===== config.mk =====
export PLATFORM = sky130hd
export DESIGN_NAME = fault_protect
export DESIGN_NICKNAME = d
export VERILOG_FILES = /design/src/shared/fault_pkg.sv /design/src/core/sync_bank.sv /design/src/core/fault_timer.sv /design/src/core/fault_protect.sv
export SDC_FILE = /design/constraint.sdc
export NUM_CORES = 1
export LEC_CHECK = 0
export BUFFER_PORTS_ARGS = -buffer_cell sky130_fd_sc_hd__buf_4
export CAP_MARGIN = 15
export CORE_UTILIZATION = 60
export CTS_BUF_LIST = sky130_fd_sc_hd__clkbuf_2 sky130_fd_sc_hd__clkbuf_4 sky130_fd_sc_hd__clkbuf_8
export CTS_CLUSTER_DIAMETER = 120
export DETAILED_ROUTE_END_ITERATION = 6
export MAX_ROUTING_LAYER = met4
export PLACE_DENSITY_LB_ADDON = 0.25
export SLEW_MARGIN = 20
export SYNTH_ARGS = -nofsm -noshare
export SYNTH_HDL_FRONTEND = slang
export SYNTH_SLANG_ARGS = --single-unit

===== constraint.sdc =====
create_clock -name SYS_CLK -period 5.5 [get_ports SYS_CLK]
set_input_delay 0.275 -clock SYS_CLK [delete_from_list [all_inputs] [get_ports SYS_CLK]]
set_output_delay 0.275 -clock SYS_CLK [all_outputs]
set_load 0.05 [all_outputs]

===== src/shared/fault_pkg.sv =====
/*
   shared constants for the per-channel fault protection block: register
   offsets, field positions, reset values, timer figures and the channel state.
   assumes 8-bit register data and a 4-bit register address.
*/
package fault_pkg;
   localparam int NCH = 2;
   localparam int STRIDE = 4; // per-channel field stride inside shared registers

   // register offsets
   localparam logic [3:0] A_CTRL = 4'h0;
   localparam logic [3:0] A_EN_A = 4'h1;
   localparam logic [3:0] A_EN_B = 4'h2;
   localparam logic [3:0] A_LATCH = 4'h3;
   localparam logic [3:0] A_MFT = 4'h4;
   localparam logic [3:0] A_LIMIT = 4'h5;
   localparam logic [3:0] A_IFT = 4'h6;
   localparam logic [3:0] A_MODE = 4'h7;
   localparam logic [3:0] A_FLAGS_A = 4'h8;
   localparam logic [3:0] A_FLAGS_B = 4'h9;
   localparam logic [3:0] A_STATUS = 4'ha;

   // fields (bit within a channel slice; pin clear and the shared timing, heat and power flag bits are absolute)
   localparam int CTRL_PIN_CLR = 4;
   localparam int EA_FB_HIGH = 0;
   localparam int EA_FB_LOW = 1;
   localparam int EA_RAMP = 2;
   localparam int EB_LIMIT = 0;
   localparam int EB_LOAD_HIGH = 1;
   localparam int EB_SENSE_OPEN = 2;
   localparam int EB_FB_OPEN = 3;
   localparam int LS_FB_HIGH = 0;
   localparam int LS_FB_LOW = 1;
   localparam int LS_LIMIT = 2;
   localparam int LS_LOAD_HIGH = 3;
   localparam int FA_HIGH = 0;
   localparam int FA_LOW = 1;
   localparam int FA_LIMIT = 2;
   localparam int FA_LOAD = 3;
   localparam int FB_UNDER = 0;
   localparam int FB_SENSE = 1;
   localparam int FB_TIMING = 4;
   localparam int FB_HEAT = 5;
   localparam int FB_PWR = 6;
   localparam int MFT_W = 4; // mft select width per channel
   localparam int LIM_W = 2; // cap select / count max / ift select width

   // reset values
   localparam logic [7:0] RST_REG = 8'h00;
   localparam logic [7:0] RST_EN_A = 8'h77; // over, under and ramp fault enables on
   localparam logic [7:0] RST_FLAGS_B = 8'h40; // power-cycled bit set

   // timer figures, in channel switching clock periods
   localparam logic [13:0] MFT_MIN = 14'h03e8; // 1000
   localparam logic [13:0] MFT_MAX = 14'h3fff; // 16383
   localparam logic [13:0] MFT_STEP = 14'h0401; // 1025
   localparam logic [5:0] IFT_BASE = 6'h04; // 4, doubled per step up to 32
   localparam logic [6:0] LIMIT_WINDOW = 7'h64; // 100

   typedef enum logic [2:0] {
      ST_OFF = 3'b001,
      ST_ARM = 3'b010,
      ST_RUN = 3'b100
   } chan_state_t;
endpackage : fault_pkg


===== src/core/sync_bank.sv =====
/*
   two-flop synchroniser for a bus of independent levels.
   assumes each bit is a slow level; no coherency between bits is promised.
*/
`timescale 1ns/1ps
module sync_bank #(
   parameter int W = 1
) (
   input wire logic clk,
   input wire logic rst,
   input wire logic [W-1:0] d,
   output logic [W-1:0] q
);
   logic [W-1:0] meta_q;

   always_ff @(posedge clk) begin
      if (rst) begin
         meta_q <= '0;
         q <= '0;
      end else begin
         meta_q <= d;
         q <= meta_q;
      end
   end
endmodule : sync_bank


===== src/core/fault_timer.sv =====
/*
   one-shot fault timer: counts limit ticks after start, then holds done.
   assumes tick is a one-cycle enable on the same clock and limit is non-zero.
*/
`timescale 1ns/1ps
module fault_timer #(
   parameter int W = 14
) (
   input wire logic clk,
   input wire logic rst,
   input wire logic clear,
   input wire logic start,
   input wire logic tick,
   input wire logic [W-1:0] limit,
   output logic busy,
   output logic done
);
   logic [W-1:0] cnt_q;
   wire [W-1:0] cnt_inc = cnt_q + 1'b1;
   wire hit = (cnt_inc == limit);

   always_ff @(posedge clk) begin
      if (rst || clear) begin
         cnt_q <= '0;
         busy <= 1'b0;
         done <= 1'b0;
      end else if (start) begin
         cnt_q <= '0;
         busy <= 1'b1;
         done <= 1'b0;
      end else if (busy && tick) begin
         cnt_q <= cnt_inc;
         busy <= !hit;
         done <= hit;
      end
   end
endmodule : fault_timer


===== src/core/fault_protect.sv =====
/*
   two-channel fault protection: comparator inputs, enable and latch settings,
   current-limit event counting, main and current-limit fault timers, channel
   run control, compensation pull-down and active-low fault pins.
   assumes comparator, switching clock and pin-open inputs are asynchronous
   levels; the soft-start ramp lives outside and reports through RAMP_BUSY_IN.
*/
// The implementer's own choices: strobed register access and the placing of the registers.
// Operation
// - per-channel 14-bit main timer, 4-bit select
// - main timer spans 1000 to 16383 switch periods
// - only unlatched low-output or load-high start timer
// - enabled feedback-high fault turns channel off
// - latched feedback-high: off until on bit rewritten
// - unlatched feedback-high: restart when fault clears
// - enabled feedback-low fault turns channel off
// - latched feedback-low: off until on bit rewritten
// - unlatched feedback-low: restart after clear and timer (code waits for the timer only)
// - feedback-low ignored during ramp unless ramp faults on
// - switch current cap always ends on-time
// - enabled limit events counted, trip at maximum
// - limit event counter cleared every 100 switch periods
// - latched limit trip: off until on bit rewritten
// - unlatched limit trip: limit timer then restart
// - limit timer lasts 4 to 32 switch periods
// - limit fault suppressed during constant-voltage ramp unless ramp faults on
// - enabled load-high fault above set point
// - load-high latched or timed restart
// - load-low only sets its read flag
// - open pins latch off; timing pin both
// - faults pull compensation low; start needs discharge
// - flag read clears flags whose cause vanished
// - faults except under-current and heat warning drive pins
`timescale 1ns/1ps
module fault_protect (
   input wire logic SYS_CLK,
   input wire logic RST,
   input wire logic [3:0] ADDR,
   input wire logic [7:0] WDATA,
   input wire logic WR,
   input wire logic RD,
   output logic [7:0] RDATA,
   input wire logic [1:0] SW_CLK_IN,
   input wire logic [1:0] FB_HIGH_IN,
   input wire logic [1:0] FB_LOW_IN,
   input wire logic [1:0] SW_CAP_IN,
   input wire logic [1:0] LOAD_HIGH_IN,
   input wire logic [1:0] LOAD_LOW_IN,
   input wire logic [1:0] SENSE_OPEN_IN,
   input wire logic [1:0] FB_OPEN_IN,
   input wire logic [1:0] COMP_LOW_IN,
   input wire logic [1:0] RAMP_BUSY_IN,
   input wire logic TIMING_OPEN_IN,
   input wire logic HEAT_WARN_IN,
   input wire logic HEAT_SHUT_IN,
   output logic [1:0] CH_RUN,
   output logic [1:0] COMP_PULL,
   output logic [1:0] ON_TIME_END,
   output logic [1:0] CAP_SEL0,
   output logic [1:0] CAP_SEL1,
   output logic [1:0] REF_CV,
   output logic [1:0] FAULT_N
);
   // registers
   logic [1:0] on_q;
   logic [7:0] en_a_q;
   logic [7:0] en_b_q;
   logic [7:0] latch_q;
   logic [7:0] mft_q;
   logic [7:0] limit_q;
   logic [3:0] ift_q;
   logic [1:0] mode_q;
   logic [7:0] flags_a_q;
   logic [7:0] flags_b_q;
   logic rd_a_q;
   logic rd_b_q;
   logic [1:0] fpin_n_q;

   // per-channel results gathered for the shared registers
   logic [1:0] on_clr;
   logic [1:0] fpin_set;
   logic [1:0] run_st;
   logic [1:0] arm_st;
   logic [7:0] fa_set;
   logic [7:0] fa_cond;
   logic [7:0] fb_set;
   logic [7:0] fb_cond;

   // synchronised pins: ten per channel, then three shared
   logic [22:0] pins_s;
   sync_bank #(.W(23)) u_sync (
      .clk(SYS_CLK),
      .rst(RST),
      .d({HEAT_SHUT_IN, HEAT_WARN_IN, TIMING_OPEN_IN,
          RAMP_BUSY_IN, COMP_LOW_IN, FB_OPEN_IN, SENSE_OPEN_IN,
          LOAD_LOW_IN, LOAD_HIGH_IN, SW_CAP_IN, FB_LOW_IN, FB_HIGH_IN, SW_CLK_IN}),
      .q(pins_s)
   );
   wire [1:0] clk_s = pins_s[1:0];
   wire [1:0] fbh_s = pins_s[3:2];
   wire [1:0] fbl_s = pins_s[5:4];
   wire [1:0] cap_s = pins_s[7:6];
   wire [1:0] ldh_s = pins_s[9:8];
   wire [1:0] ldl_s = pins_s[11:10];
   wire [1:0] sop_s = pins_s[13:12];
   wire [1:0] fop_s = pins_s[15:14];
   wire [1:0] cpl_s = pins_s[17:16];
   wire [1:0] rmp_s = pins_s[19:18];
   wire tmo_s = pins_s[20];
   wire heat_warn_s = pins_s[21];
   wire heat_shut_s = pins_s[22];

   // bus decode
   wire wr_ctrl = WR && (ADDR == fault_pkg::A_CTRL);
   wire pin_clr = wr_ctrl && WDATA[fault_pkg::CTRL_PIN_CLR];
   wire rd_flags_a = RD && (ADDR == fault_pkg::A_FLAGS_A);
   wire rd_flags_b = RD && (ADDR == fault_pkg::A_FLAGS_B);
   logic [7:0] rd_mux;
   always_comb begin
      case (ADDR)
         fault_pkg::A_CTRL: rd_mux = {6'h00, on_q};
         fault_pkg::A_EN_A: rd_mux = en_a_q;
         fault_pkg::A_EN_B: rd_mux = en_b_q;
         fault_pkg::A_LATCH: rd_mux = latch_q;
         fault_pkg::A_MFT: rd_mux = mft_q;
         fault_pkg::A_LIMIT: rd_mux = limit_q;
         fault_pkg::A_IFT: rd_mux = {4'h0, ift_q};
         fault_pkg::A_MODE: rd_mux = {6'h00, mode_q};
         fault_pkg::A_FLAGS_A: rd_mux = flags_a_q;
         fault_pkg::A_FLAGS_B: rd_mux = flags_b_q;
         fault_pkg::A_STATUS: rd_mux = {2'h0, arm_st, 2'h0, run_st};
         default: rd_mux = 8'h00;
      endcase
   end

   always_ff @(posedge SYS_CLK) begin
      if (RST) begin
         en_a_q <= fault_pkg::RST_EN_A;
         en_b_q <= fault_pkg::RST_REG;
         latch_q <= fault_pkg::RST_REG;
         mft_q <= fault_pkg::RST_REG;
         limit_q <= fault_pkg::RST_REG;
         ift_q <= 4'h0;
         mode_q <= 2'h0;
      end else if (WR) begin
         case (ADDR)
            fault_pkg::A_EN_A: en_a_q <= WDATA;
            fault_pkg::A_EN_B: en_b_q <= WDATA;
            fault_pkg::A_LATCH: latch_q <= WDATA;
            fault_pkg::A_MFT: mft_q <= WDATA;
            fault_pkg::A_LIMIT: limit_q <= WDATA;
            fault_pkg::A_IFT: ift_q <= WDATA[3:0];
            fault_pkg::A_MODE: mode_q <= WDATA[1:0];
            default: ;
         endcase
      end
   end

   // a latched trip in the same cycle as a write of 1 wins unless the channel is in ST_OFF: safety first
   always_ff @(posedge SYS_CLK) begin
      if (RST) begin
         on_q <= 2'h0;
      end else begin
         on_q <= (wr_ctrl ? WDATA[1:0] : on_q) & ~on_clr;
      end
   end

   // flags: a fresh event outranks the read clear of the same cycle
   always_ff @(posedge SYS_CLK) begin
      if (RST) begin
         rd_a_q <= 1'b0;
         rd_b_q <= 1'b0;
         flags_a_q <= fault_pkg::RST_REG;
         flags_b_q <= fault_pkg::RST_FLAGS_B;
         RDATA <= 8'h00;
      end else begin
         rd_a_q <= rd_flags_a;
         rd_b_q <= rd_flags_b;
         RDATA <= RD ? rd_mux : 8'h00;
         // clear lands with the cycle that carries the read data
         flags_a_q <= fa_set | (flags_a_q & ~({8{rd_a_q}} & ~fa_cond));
         flags_b_q <= fb_set | (flags_b_q & ~({8{rd_b_q}} & ~fb_cond));
      end
   end

   // fault pins hold until software clears them
   always_ff @(posedge SYS_CLK) begin
      if (RST) begin
         fpin_n_q <= 2'h3;
      end else begin
         fpin_n_q <= ~(fpin_set | (~fpin_n_q & {2{!pin_clr}}));
      end
   end
   assign FAULT_N = fpin_n_q;

   // shared diagnostic flags; power-cycled only clears on read
   assign fb_set[fault_pkg::FB_TIMING] = tmo_s;
   assign fb_cond[fault_pkg::FB_TIMING] = tmo_s;
   assign fb_set[fault_pkg::FB_HEAT] = heat_warn_s;
   assign fb_cond[fault_pkg::FB_HEAT] = heat_warn_s;
   assign fb_set[fault_pkg::FB_PWR] = 1'b0;
   assign fb_cond[fault_pkg::FB_PWR] = 1'b0;
   assign fb_set[7] = 1'b0;
   assign fb_cond[7] = 1'b0;
   // bits 3:0 are driven per channel from the loop below

   assign CAP_SEL0 = limit_q[1:0];
   assign CAP_SEL1 = limit_q[5:4];
   assign REF_CV = mode_q;

   genvar gi;
   generate
      for (gi = 0; gi < fault_pkg::NCH; gi++) begin : g_ch
         localparam int B = gi * fault_pkg::STRIDE;
         fault_pkg::chan_state_t st_q;
         fault_pkg::chan_state_t st_d;
         logic clk_d_q;
         logic cap_d_q;
         logic ov_d_q;
         logic uv_d_q;
         logic oc_d_q;
         logic hit_d_q;
         logic run_q;
         logic pull_q;
         logic end_q;
         logic [6:0] win_q;
         logic [2:0] lim_cnt_q;

         wire tick = clk_s[gi] && !clk_d_q;
         wire running = (st_q == fault_pkg::ST_RUN);
         wire ramp_mask = rmp_s[gi] && !en_a_q[B + fault_pkg::EA_RAMP];
         wire fop_f = en_b_q[B + fault_pkg::EB_FB_OPEN] && fop_s[gi];
         wire sop_f = en_b_q[B + fault_pkg::EB_SENSE_OPEN] && sop_s[gi];
         wire ov = en_a_q[B + fault_pkg::EA_FB_HIGH] && fbh_s[gi];
         wire uv = en_a_q[B + fault_pkg::EA_FB_LOW] && fbl_s[gi]
                   && !ramp_mask && running;
         wire oc = en_b_q[B + fault_pkg::EB_LOAD_HIGH] && ldh_s[gi];
         wire ls_ov = latch_q[B + fault_pkg::LS_FB_HIGH];
         wire ls_uv = latch_q[B + fault_pkg::LS_FB_LOW];
         wire ls_lim = latch_q[B + fault_pkg::LS_LIMIT];
         wire ls_oc = latch_q[B + fault_pkg::LS_LOAD_HIGH];

         // limit events: rising cap edges while switching
         wire lim_mask = mode_q[gi] && ramp_mask;
         wire cap_evt = cap_s[gi] && !cap_d_q && running && !lim_mask
                        && en_b_q[B + fault_pkg::EB_LIMIT];
         wire [2:0] lim_max = {1'b0, limit_q[B + 2 +: fault_pkg::LIM_W]} + 3'h1;
         wire hit = (lim_cnt_q >= lim_max);
         wire win_end = tick && (win_q == fault_pkg::LIMIT_WINDOW - 7'h01);

         // latched trips end the run and drop the on bit
         wire ov_rise = ov && !ov_d_q;
         wire uv_rise = uv && !uv_d_q;
         wire oc_rise = oc && !oc_d_q;
         wire hit_rise = hit && !hit_d_q;
         wire latched_trip = (ov_rise && ls_ov) || (uv_rise && ls_uv)
                             || (oc_rise && ls_oc) || (hit_rise && ls_lim)
                             || sop_f || fop_f || tmo_s;
         wire mft_trig = (uv_rise && !ls_uv) || (oc_rise && !ls_oc);
         wire ift_trig = hit_rise && !ls_lim;
         wire soft_trip = (ov && !ls_ov) || mft_trig || ift_trig || heat_shut_s;

         // timer lengths from the select fields
         wire [3:0] mft_sel = mft_q[gi * fault_pkg::MFT_W +: fault_pkg::MFT_W];
         wire [13:0] mft_len = (mft_sel == 4'hf) ? fault_pkg::MFT_MAX
                               : fault_pkg::MFT_MIN + 14'(mft_sel) * fault_pkg::MFT_STEP;
         wire [5:0] ift_len = fault_pkg::IFT_BASE << ift_q[gi * 2 +: 2];
         wire mft_busy;
         wire ift_busy;

         fault_timer #(.W(14)) u_mft (
            .clk(SYS_CLK),
            .rst(RST),
            .clear(!on_q[gi]),
            .start(mft_trig),
            .tick(tick),
            .limit(mft_len),
            .busy(mft_busy),
            .done()
         );
         fault_timer #(.W(6)) u_ift (
            .clk(SYS_CLK),
            .rst(RST),
            .clear(!on_q[gi]),
            .start(ift_trig),
            .tick(tick),
            .limit(ift_len),
            .busy(ift_busy),
            .done()
         );

         // start only when every hold has released and comp is discharged
         wire may_start = cpl_s[gi] && !ov && !oc && !hit && !heat_shut_s
                          && !sop_f && !fop_f && !tmo_s
                          && !mft_busy && !ift_busy;

         always_comb begin
            st_d = st_q;
            case (st_q)
               fault_pkg::ST_OFF: begin
                  if (on_q[gi]) st_d = fault_pkg::ST_ARM;
               end
               fault_pkg::ST_ARM: begin
                  if (!on_q[gi] || latched_trip) st_d = fault_pkg::ST_OFF;
                  else if (may_start) st_d = fault_pkg::ST_RUN;
               end
               fault_pkg::ST_RUN: begin
                  if (!on_q[gi] || latched_trip) st_d = fault_pkg::ST_OFF;
                  else if (soft_trip) st_d = fault_pkg::ST_ARM;
               end
               default: st_d = fault_pkg::ST_OFF;
            endcase
         end

         always_ff @(posedge SYS_CLK) begin
            if (RST) begin
               st_q <= fault_pkg::ST_OFF;
               run_q <= 1'b0;
               pull_q <= 1'b1;
               end_q <= 1'b0;
               clk_d_q <= 1'b0;
               cap_d_q <= 1'b0;
               ov_d_q <= 1'b0;
               uv_d_q <= 1'b0;
               oc_d_q <= 1'b0;
               hit_d_q <= 1'b0;
            end else begin
               st_q <= st_d;
               run_q <= (st_d == fault_pkg::ST_RUN);
               pull_q <= (st_d != fault_pkg::ST_RUN);
               end_q <= cap_s[gi];
               clk_d_q <= clk_s[gi];
               cap_d_q <= cap_s[gi];
               ov_d_q <= ov;
               uv_d_q <= uv;
               oc_d_q <= oc;
               hit_d_q <= hit;
            end
         end

         // event counter and its 100-period clearing window
         always_ff @(posedge SYS_CLK) begin
            if (RST || !on_q[gi]) begin
               win_q <= 7'h00;
               lim_cnt_q <= 3'h0;
            end else begin
               if (tick) win_q <= win_end ? 7'h00 : win_q + 7'h01;
               if (win_end) lim_cnt_q <= 3'h0;
               else if (cap_evt && !hit) lim_cnt_q <= lim_cnt_q + 3'h1;
            end
         end

         assign CH_RUN[gi] = run_q;
         assign COMP_PULL[gi] = pull_q;
         assign ON_TIME_END[gi] = end_q;
         assign run_st[gi] = running;
         assign arm_st[gi] = (st_q == fault_pkg::ST_ARM);
         assign on_clr[gi] = latched_trip && (st_q != fault_pkg::ST_OFF);
         // under-current and heat warning stay off the pins
         assign fpin_set[gi] = ov_rise || uv_rise || oc_rise || hit_rise
                               || sop_f || fop_f || tmo_s || heat_shut_s;
         assign fa_set[B + fault_pkg::FA_HIGH] = ov || fop_f;
         assign fa_cond[B + fault_pkg::FA_HIGH] = ov || fop_f;
         assign fa_set[B + fault_pkg::FA_LOW] = uv;
         assign fa_cond[B + fault_pkg::FA_LOW] = uv;
         assign fa_set[B + fault_pkg::FA_LIMIT] = hit;
         assign fa_cond[B + fault_pkg::FA_LIMIT] = hit;
         assign fa_set[B + fault_pkg::FA_LOAD] = oc;
         assign fa_cond[B + fault_pkg::FA_LOAD] = oc;
         assign fb_set[gi * 2 + fault_pkg::FB_UNDER] = ldl_s[gi];
         assign fb_cond[gi * 2 + fault_pkg::FB_UNDER] = ldl_s[gi];
         assign fb_set[gi * 2 + fault_pkg::FB_SENSE] = sop_f;
         assign fb_cond[gi * 2 + fault_pkg::FB_SENSE] = sop_f;
      end
   endgenerate
endmodule : fault_protect


## Yosys cells after proc, flatten, opt, wreduce, memory -nomap -nowiden

Index checks and enable logic that the tools add are counted.

| operators by class | value |
|---|---|
| $add $sub $neg | 12 |
| multipliers | 2 |
| magnitude comparators | 2 |
| eq/ne operators | 30 |
| shift-type cells | 2 |
| mux-type cells | 26 |
| bitwise gates (word level) | 17 |
| reduce and logical (&&, ||, !) cells | 192 |

Operator list:

| kind | number |
|---|---|
| 8-bit case mux with 11 select lines | 1 |
| 1-bit logical AND | 84 |
| 1-bit zero test | 49 |
| 1-bit logical OR | 40 |
| 8-bit AND | 4 |
| 3-bit 2-to-1 mux | 10 |
| 10-bit by 14-bit adder with 14-bit output (first input constant) | 2 |
| 14-bit by 1-bit adder with 14-bit output (second input constant) | 2 |
| 14-bit equality test | 2 |
| 4-bit by 11-bit multiplier with 14-bit output (second input constant) | 2 |
| 14-bit 2-to-1 mux | 2 |
| 8-bit inverter | 3 |
| 4-bit equality test (second input constant) | 5 |
| 3-bit case mux with 3 select lines | 2 |
| 4-bit by 3-bit equality test with 1-bit output (second input constant) | 4 |
| 7-bit by 1-bit adder with 7-bit output (second input constant) | 2 |
| 7-bit equality test (second input constant) | 2 |
| 7-bit 2-to-1 mux | 2 |
| 2-bit AND reduction | 7 |
| 2-bit OR reduction | 7 |
| 6-bit by 1-bit adder with 6-bit output (second input constant) | 2 |
| 3-bit equality test (second input constant) | 4 |
| 6-bit equality test | 2 |
| 3-bit by 2-bit << shifter with 6-bit output (first input constant) | 2 |
| 20 further kinds | 41 |

| word-level totals | value |
|---|---|
| bits in registers | 208 |
| bits of input ports | 39 |
| output and inout port bits | 22 |
| word-level logic and storage cells | 329 |

## Depth between registers and ports, before layout

Gate-level depths: netlist of run 1.

| depth | value |
|---|---|
| depth in word-level cells | 17 |
| depth in mapped cells | 8 |
| mapped depth without buffers | 8 |

## Hierarchy

A second synthesis of run 1 with hierarchy kept.

| unflattened totals | value |
|---|---|
| cell total of the unflattened synthesis | 1174 |
| area total of the unflattened synthesis | 10162.2 sq um |

Modules (own cells, without submodules):

| module | instances | cells each | area an instance (sq um) | seq. area each (sq um) |
|---|---|---|---|---|
| fault_protect | 1 | 674 | 5676.7 | 2362.3 |
| fault_timer at g_ch[0].u_mft ... | 2 | 151 | 1183.6 | 320.3 |
| sync_bank | 1 | 96 | 1229.9 | 920.9 |
| fault_timer at g_ch[0].u_ift ... | 2 | 51 | 444.2 | 160.2 |

## Worst setup path after synthesis of run 1

OpenSTA, ideal clock, no wires.

| timing path | value |
|---|---|
| path kind | flip-flop to flip-flop |
| start point | reg limit_q[6] |
| end point | reg g_ch[1].pull_q |
| setup time | 0.127 ns |
| arrival time | 2.073 ns |
| required time | 5.373 ns |
| path slack | 3.300 ns |
| cell stages (with the launch flop) | 8 |
| buffers on the path | 0 |
| period minus slack after synthesis | 2.200 ns |
| path through | dfxtp_1 ha_1 inv_1 ha_1 a21o_1 a2111oi_0 a2bb2oi_2 or3b_1 |

| between the ends | value |
|---|---|
| longest elaborated chain between the ends | 14 |
| elaborated cells between the ends (all ways) | 26 |
| classes of those cells | add/sub: 1; order compare: 1; eq/ne: 1; mux: 5; reduce/logical: 18 |

RTL lines:

| item | line | source |
|---|---|---|
| start: declaration | fault_protect.sv:70 | `logic [7:0] limit_q;` |
| start signal: assignment | fault_protect.sv:142 | `limit_q <= fault_pkg::RST_REG;` |
| 2-bit by 1-bit adder with 3-bit output * | fault_protect.sv:247 | `wire [2:0] lim_max = {1'b0, limit_q[B + 2 +: fault_pkg::LIM_W]} + 3'h1;` |
| 3-bit >= comparator * | fault_protect.sv:248 | `wire hit = (lim_cnt_q >= lim_max);` |
| 1-bit zero test | fault_protect.sv:293 | `wire may_start = cpl_s[gi] && !ov && !oc && !hit && !heat_shut_s` |
| 1-bit logical AND (2 in series) | fault_protect.sv:293 |  |
| 1-bit logical AND (3 in series) | fault_protect.sv:294 | `&& !sop_f && !fop_f && !tmo_s` |
| 1-bit logical AND (2 in series) | fault_protect.sv:295 | `&& !mft_busy && !ift_busy;` |
| 3-bit 2-to-1 mux | fault_protect.sv:305 | `else if (may_start) st_d = fault_pkg::ST_RUN;` |
| 3-bit 2-to-1 mux | fault_protect.sv:304 | `if (!on_q[gi] \|\| latched_trip) st_d = fault_pkg::ST_OFF;` |
| 3-bit case mux with 3 select lines * | fault_protect.sv:299 | `case (st_q)` |
| 3-bit != test * | fault_protect.sv:330 | `pull_q <= (st_d != fault_pkg::ST_RUN);` |
| end signal: assignment | fault_protect.sv:330 |  |
| end: declaration | fault_protect.sv:224 | `logic pull_q;` |

Every way passes the cells marked *; elsewhere a longest branch is shown, timed or not.
A chain may end at the register's enable or synchronous reset.

## Final worst setup path of run 1

Same ends and word-level chain as after synthesis.

==> results of run 1 <==
[metal layers]
layer  vias up  wire, um  part of all wire
met5         -         0                 0
met4         0       709             0.031
met3        53      1610             0.071
met2       323     10200              0.45
met1      3713     10300              0.45
li1       3941         -                 -
[metrics by stage]
stage          instances  hold WS, ns  power [mW]  worst slack, ns
4_1_cts             1396       0.0227        3.13             3.04
6_report            1396       0.0354        3.11             3.04
2_1_floorplan       1107        0.393        1.68             3.30
3_3_place_gp        1313        0.412        1.73             3.15
3_5_place_dp        1313        0.418        1.74             3.05
5_1_grt             1396       0.0394        3.22             2.90
[cells in the final DEF, fill, tap and decap left out, types with 24 or more instances in the layout]
cell,synthesis,layout
sky130_fd_sc_hd__a21oi_1,58,58
sky130_fd_sc_hd__buf_4,11,61
sky130_fd_sc_hd__clkbuf_8,0,43
sky130_fd_sc_hd__dfxtp_1,208,208
sky130_fd_sc_hd__mux2i_1,49,49
sky130_fd_sc_hd__nand2_1,68,68
sky130_fd_sc_hd__nand2b_1,24,24
sky130_fd_sc_hd__nand3_1,41,41
sky130_fd_sc_hd__nor2_1,173,173
sky130_fd_sc_hd__nor2b_1,66,66
sky130_fd_sc_hd__nor3_1,26,26
sky130_fd_sc_hd__o21ai_0,35,35
sky130_fd_sc_hd__xnor2_1,44,44
sky130_fd_sc_hd__xor2_1,33,33
[sequential cells by signal, summed over array words and instances (netlist names), 4 cells and up]
register / flops
RDATA: 8
en_a_q: 8
en_b_q: 8
flags_a_q: 8
flags_b_q: 8
g_ch.lim_cnt_q: 6
g_ch.st_q: 6
g_ch.u_ift.cnt_q: 12
g_ch.u_mft.cnt_q: 28
g_ch.win_q: 14
ift_q: 4
latch_q: 8
limit_q: 8
mft_q: 8
u_sync.meta_q: 23
u_sync.q: 23
[critical path, stage by stage (launching register included)]
cell and delay [ns]:
sky130_fd_sc_hd__dfxtp_1 0.33, sky130_fd_sc_hd__ha_1 0.28, sky130_fd_sc_hd__inv_1 0.04, sky130_fd_sc_hd__ha_1 0.26
sky130_fd_sc_hd__a21o_1 0.19, sky130_fd_sc_hd__a2111oi_0 0.72, sky130_fd_sc_hd__a2bb2oi_2 0.14, sky130_fd_sc_hd__or3b_1 0.39
[final timing paths]
| check | start | to |
|---|---|---|
| min | WDATA[5] | en_a_q[5] |
| min reg2reg | rd_b_q | flags_b_q[7] |
| max | limit_q[6] | g_ch[1].pull_q |
| max reg2reg | limit_q[6] | g_ch[1].pull_q |
[where the power goes]
| group | switching [mW] | internal (mW) |
|---|---|---|
| clock network | 0.590 | 0.793 |
| registers | 0.0173 | 1.54 |
| logic | 0.0975 | 0.0723 |
| total | 0.705 | 2.40 |
[cell type report]
cell class                 instances  area (um^2)
multi-input combinational        811         5080
fill                            1230         4430
sequential                       208         4160
clock buffer                      56          689
timing repair buffer              84          688
tap                              211          264
inverter                          22         82.6
clock inverter                     4         26.3
[kinds of logic (layout without fill, tap and decap cells)]
| family | count (synthesis) | count (layout) | share of synthesized area |
|---|---|---|---|
| adder cells (fa/ha/maj) | 18 | 18 | 0.0234 |
| multiplexers | 54 | 54 | 0.0580 |
| buffers and inverters | 88 | 166 | 0.0400 |
| flip-flops | 208 | 208 | 0.432 |
| AO/OA/AOI/OAI | 181 | 181 | 0.124 |
| AND/OR/NAND/NOR | 481 | 481 | 0.252 |
| XOR/XNOR | 77 | 77 | 0.0700 |
==> flow_summary.ini, run 1 <==
[timing]
skew_ns = 0.0143
final.min_clock_period_ns = 2.46
setup-violations-final = 0
timing.max_slew.rel_slack = 0.285
grt_setup_unrepaired = no
drv_slew = 0
post-route-period-util = 0.448
tns_ns = 0
timing.final.hold_violations = 0
tightestPinTransition_ns = 1.07
fmax_ghz = 0.406

[global_routing]
first_global_vias = 7227
grt_max_degree = 68
most_used_routing_layer_in_global_routing = met2
number_of_antenna_violations_at_the_first_check_in_global_routing = 0
groute.layer.met2.usage = 0.443
wire_length_of_the_first_global_routing_pass_mm = 36.6
use_met3 = 0.0482
grt_remaining_overflow = 0
grtUsageMet1 = 0.382
track_usage = 0.290

[clock_tree]
tritoncts = done
holdBufCountCts = 23
number_of_buffers_created_by_cts = 35
clkLatencyLatePin_ns = 0.52
postCtsSetupBuffers = 0
clock_tree.root_cell = sky130_fd_sc_hd__clkbuf_8
clk_pin_slew_ns = 0.06
clock_tree.htree_level_count = 2
num_clock_sinks = 208
clockBufferDepth = 3
post_cts_resize_count = 0

[logic_synthesis]
synthesis.area_per_instance_um2 = 8.70
async_reset_ff_frac = 0
synth_fp_nets = 1164
synth_warnings = 0
number_of_enable_flip_flop_cells_after_synthesis = 0
dominantRegCellSynth = sky130_fd_sc_hd__dfxtp_1
post-synth-top-area-fraction = 0.432
netlist-cell-type-count = 72
synth.ff_latch_count = 208
post-synth-top-count-cell = sky130_fd_sc_hd__dfxtp_1
top_cells_by_area_synth = sky130_fd_sc_hd__dfxtp_1 (43%), sky130_fd_sc_hd__nor2_1 (6.7%), sky130_fd_sc_hd__mux2i_1 (5.1%)
synth_top_area_cell = sky130_fd_sc_hd__dfxtp_1
syn-instance-count = 1107
post_synth_instance_area_mm2 = 0.00963
synth.yosys.seq_area_share = 0.432
yosys-top-cells-count = sky130_fd_sc_hd__dfxtp_1 (208), sky130_fd_sc_hd__nor2_1 (173), sky130_fd_sc_hd__nand2_1 (68), sky130_fd_sc_hd__nor2b_1 (66), sky130_fd_sc_hd__a21oi_1 (58)

[run]
timing.max_cap.violations = 0

[die]
design.portCount = 61
die-height_um = 129
floorplan.die_area_mm2 = 0.0166
fp-row-count = 45
floorplan.initialDensity = 0.624
fp.coreArea_mm2 = 0.0154
die_w_um = 129

[power]
power_density_mw_per_mm2 = 282
worst_ir_drop_vdd_mv = 0.232
cell_leakage_power_nw = 4.02

[final_layout]
areaGrowthSynthToFinish_pct = 14.2
finalInstanceArea_mm2 = 0.0110
utilization_after_layout = 0.713
antenna-diode-count = 0
layout-drive-gt1-share = 0.118
nets = 1219

[status]
run_status = completed

[hold_path]
holdPathStages = 2
hold_class = primary input to flip-flop

[setup_path]
critical_path.max_fanout = 4
worstPathRequired_ns = 5.91
timing.critical_path.arrival_ns = 2.87
r2r.worst_path.cells = 7
path_class = flip-flop to flip-flop
regToRegSetupSlack_ns = 3.04
endpoint_kind = flip-flop
critical_path.startpoint_type = flip-flop

[routing]
final_antenna_net_count = 0
detail_route.wirelength_mm = 22.8
num_vias = 8030
detailedRoute.firstPassIterationCount = 5
route.detailed.drc = 0
drt-wirelength-per-cell_um = 16.3
via_per_inst = 5.75
detail_route.iter0.violations = 725

[placement]
place.gp.congestion = 0.951
port_buffers = 60
dp_hpwl_mm = 15.7
placed_area_mm2 = 0.0100
Power figures use the tool's default switching activity.
==> run 2: changes to the inputs <==
clock period = 2.4 ns   (was 5.5 ns; I/O delays follow)
==> flow_summary.ini, run 2 (synthesis results as in run 1) <==
[status]
run_status = completed

[final_layout]
layout_commonest_cell = sky130_fd_sc_hd__dfxtp_1
top_register = g_ch.u_mft.cnt_q
multi_input_area_mm2 = 0.00508
nets = 1250
finalNonFillerCells = 1431
largest_register_ffs = 28
antenna-diode-count = 0
final_cell_mix = sky130_fd_sc_hd__dfxtp_1 (208), sky130_fd_sc_hd__nor2_1 (173), sky130_fd_sc_hd__buf_4 (80)
top_regs = g_ch.u_mft.cnt_q: 28 flops, u_sync.meta_q: 23 flops, u_sync.q: 23 flops
layout-drive-gt1-share = 0.134
num-fill-cells = 1177
layout.area.seq_mm2 = 0.00416
areaGrowthSynthToFinish_pct = 17.7

[clock_tree]
clock_tree.root_cell = sky130_fd_sc_hd__clkbuf_8
num_clock_sinks = 208
clock_tree.htree_level_count = 2
number_of_buffers_created_by_cts = 35
clockBufferDepth = 3
clk_pin_slew_ns = 0.06
tritoncts = done
postCtsSetupBuffers = 0
clkLatencyLatePin_ns = 0.53

[setup_path]
path_class = flip-flop to flip-flop
worstPathRequired_ns = 2.80
timing.critical_path.arrival_ns = 2.67
critical_path.startpoint_type = flip-flop
critical_path.max_fanout = 4
endpoint_kind = flip-flop

[timing]
timing.final.hold_violations = 0
fmax_ghz = 0.439
post-route-period-util = 0.949
tightestPinTransition_ns = 0.645
worst_slack_ns = 0.123
setup-violations-final = 0
drv_slew = 0
final.min_clock_period_ns = 2.28
whs_ns = 0.0275
grt_setup_unrepaired = yes
timing.max_slew.rel_slack = 0.567
skew_ns = 0.0207

[global_routing]
grt_max_degree = 63
track_usage = 0.307
grt_remaining_overflow = 0
number_of_antenna_violations_at_the_first_check_in_global_routing = 0
wire_length_of_the_first_global_routing_pass_mm = 38.6
first_global_vias = 7576

[power]
power_density_mw_per_mm2 = 656
worst_ir_drop_vdd_mv = 0.533
cell_leakage_power_nw = 4.21

[die]
floorplan.initialDensity = 0.624
fp-row-count = 45
design.portCount = 61
die_w_um = 129
floorplan.die_area_mm2 = 0.0166
die-height_um = 129
fp.coreArea_mm2 = 0.0154

[placement]
dp_hpwl_mm = 16.0
pre_cts_slack_ns = 0.0927
placed_cells = 1332
port_buffers = 60
place.gp.congestion = 0.925

[routing]
route.detailed.drc = 0
via_per_inst = 5.68
detail_route.wirelength_mm = 24.0
num_vias = 8131
drt-wirelength-per-cell_um = 16.8
detail_route.iter0.violations = 656
final_antenna_net_count = 0
detailedRoute.firstPassIterationCount = 5

[hold_path]
hold_class = primary input to flip-flop

[run]
timing.max_cap.violations = 0
==> run 2: cell types whose count changed in the layout (fill, tap and decap cells not counted) <==
cell,previous run,this run
sky130_fd_sc_hd__buf_4,61,80
sky130_fd_sc_hd__dlygate4sd3_1,23,35
sky130_fd_sc_hd__clkbuf_8,43,48
sky130_fd_sc_hd__clkbuf_4,13,9
sky130_fd_sc_hd__clkinv_2,2,4
sky130_fd_sc_hd__a2111oi_0,5,4
sky130_fd_sc_hd__a2111oi_1,0,1
sky130_fd_sc_hd__bufinv_16,0,1
==> run 2: path summary, 6_finish.rpt <==
check                                        from              to  slack [ns]  cells after the start
worst min-delay path                      ADDR[1]          rd_a_q        0.03                      2
worst max register to register         limit_q[6]  g_ch[1].pull_q        0.12                      8
worst max-delay path                   limit_q[6]  g_ch[1].pull_q        0.12                      8
worst min register to register  u_sync.meta_q[14]    u_sync.q[14]        0.43                      1
==> run 2: layout make-up <==
cell class | instances | area share
Multi-Input combinational cell | 811 | 0.448
Tap cell | 211 | 0.0233
Clock inverter | 7 | 0.00585
Inverter | 22 | 0.00728
Timing Repair Buffer | 115 | 0.0839
Sequential cell | 208 | 0.367
Clock buffer | 57 | 0.0642
==> run 2: what timing repair did <==
item                                    4_1_cts  5_1_grt
endpoints found under the hold margin        82        0
hold buffers                                 35        0
resized for setup                             0        1
endpoints found under the setup margin        0        2
==> run 2: per-stage QoR <==
stage	util	area, um^2	setup TNS (ns)	total power [mW]
final	0.735	11300	0	7.44
after global routing	0.735	11300	-0.0270	7.69
after CTS	0.735	11300	0	7.47
after detailed placement	0.661	10200	0	3.99
after global placement	0.661	10200	0	3.99
after floorplan	-	9630	0	3.85
==> run 2: power by group <==
group | total [mW] | internal (mW) | switching [mW]
Combinational | 0.421 | 0.187 | 0.234
Clock | 3.46 | 2.04 | 1.43
Sequential | 3.56 | 3.52 | 0.0396
Total | 7.44 | 5.74 | 1.70
==> run 2: routing by layer <==
layer | vias up | track usage | part of all wire
met5 | - | - | 0
met4 | 0 | 0.113 | 0.028
met3 | 53 | 0.0437 | 0.058
met2 | 317 | 0.489 | 0.47
met1 | 3759 | 0.398 | 0.45
li1 | 4002 | - | -
==> run 2: critical path, stage by stage (launching register included) <==
cell	delay, ns
sky130_fd_sc_hd__dfxtp_1	0.33
sky130_fd_sc_hd__ha_1	0.28
sky130_fd_sc_hd__inv_1	0.04
sky130_fd_sc_hd__ha_1	0.26
sky130_fd_sc_hd__a21o_1	0.19
sky130_fd_sc_hd__a2111oi_0	0.42
sky130_fd_sc_hd__buf_4	0.19
sky130_fd_sc_hd__a2bb2oi_2	0.06
sky130_fd_sc_hd__or3b_1	0.38
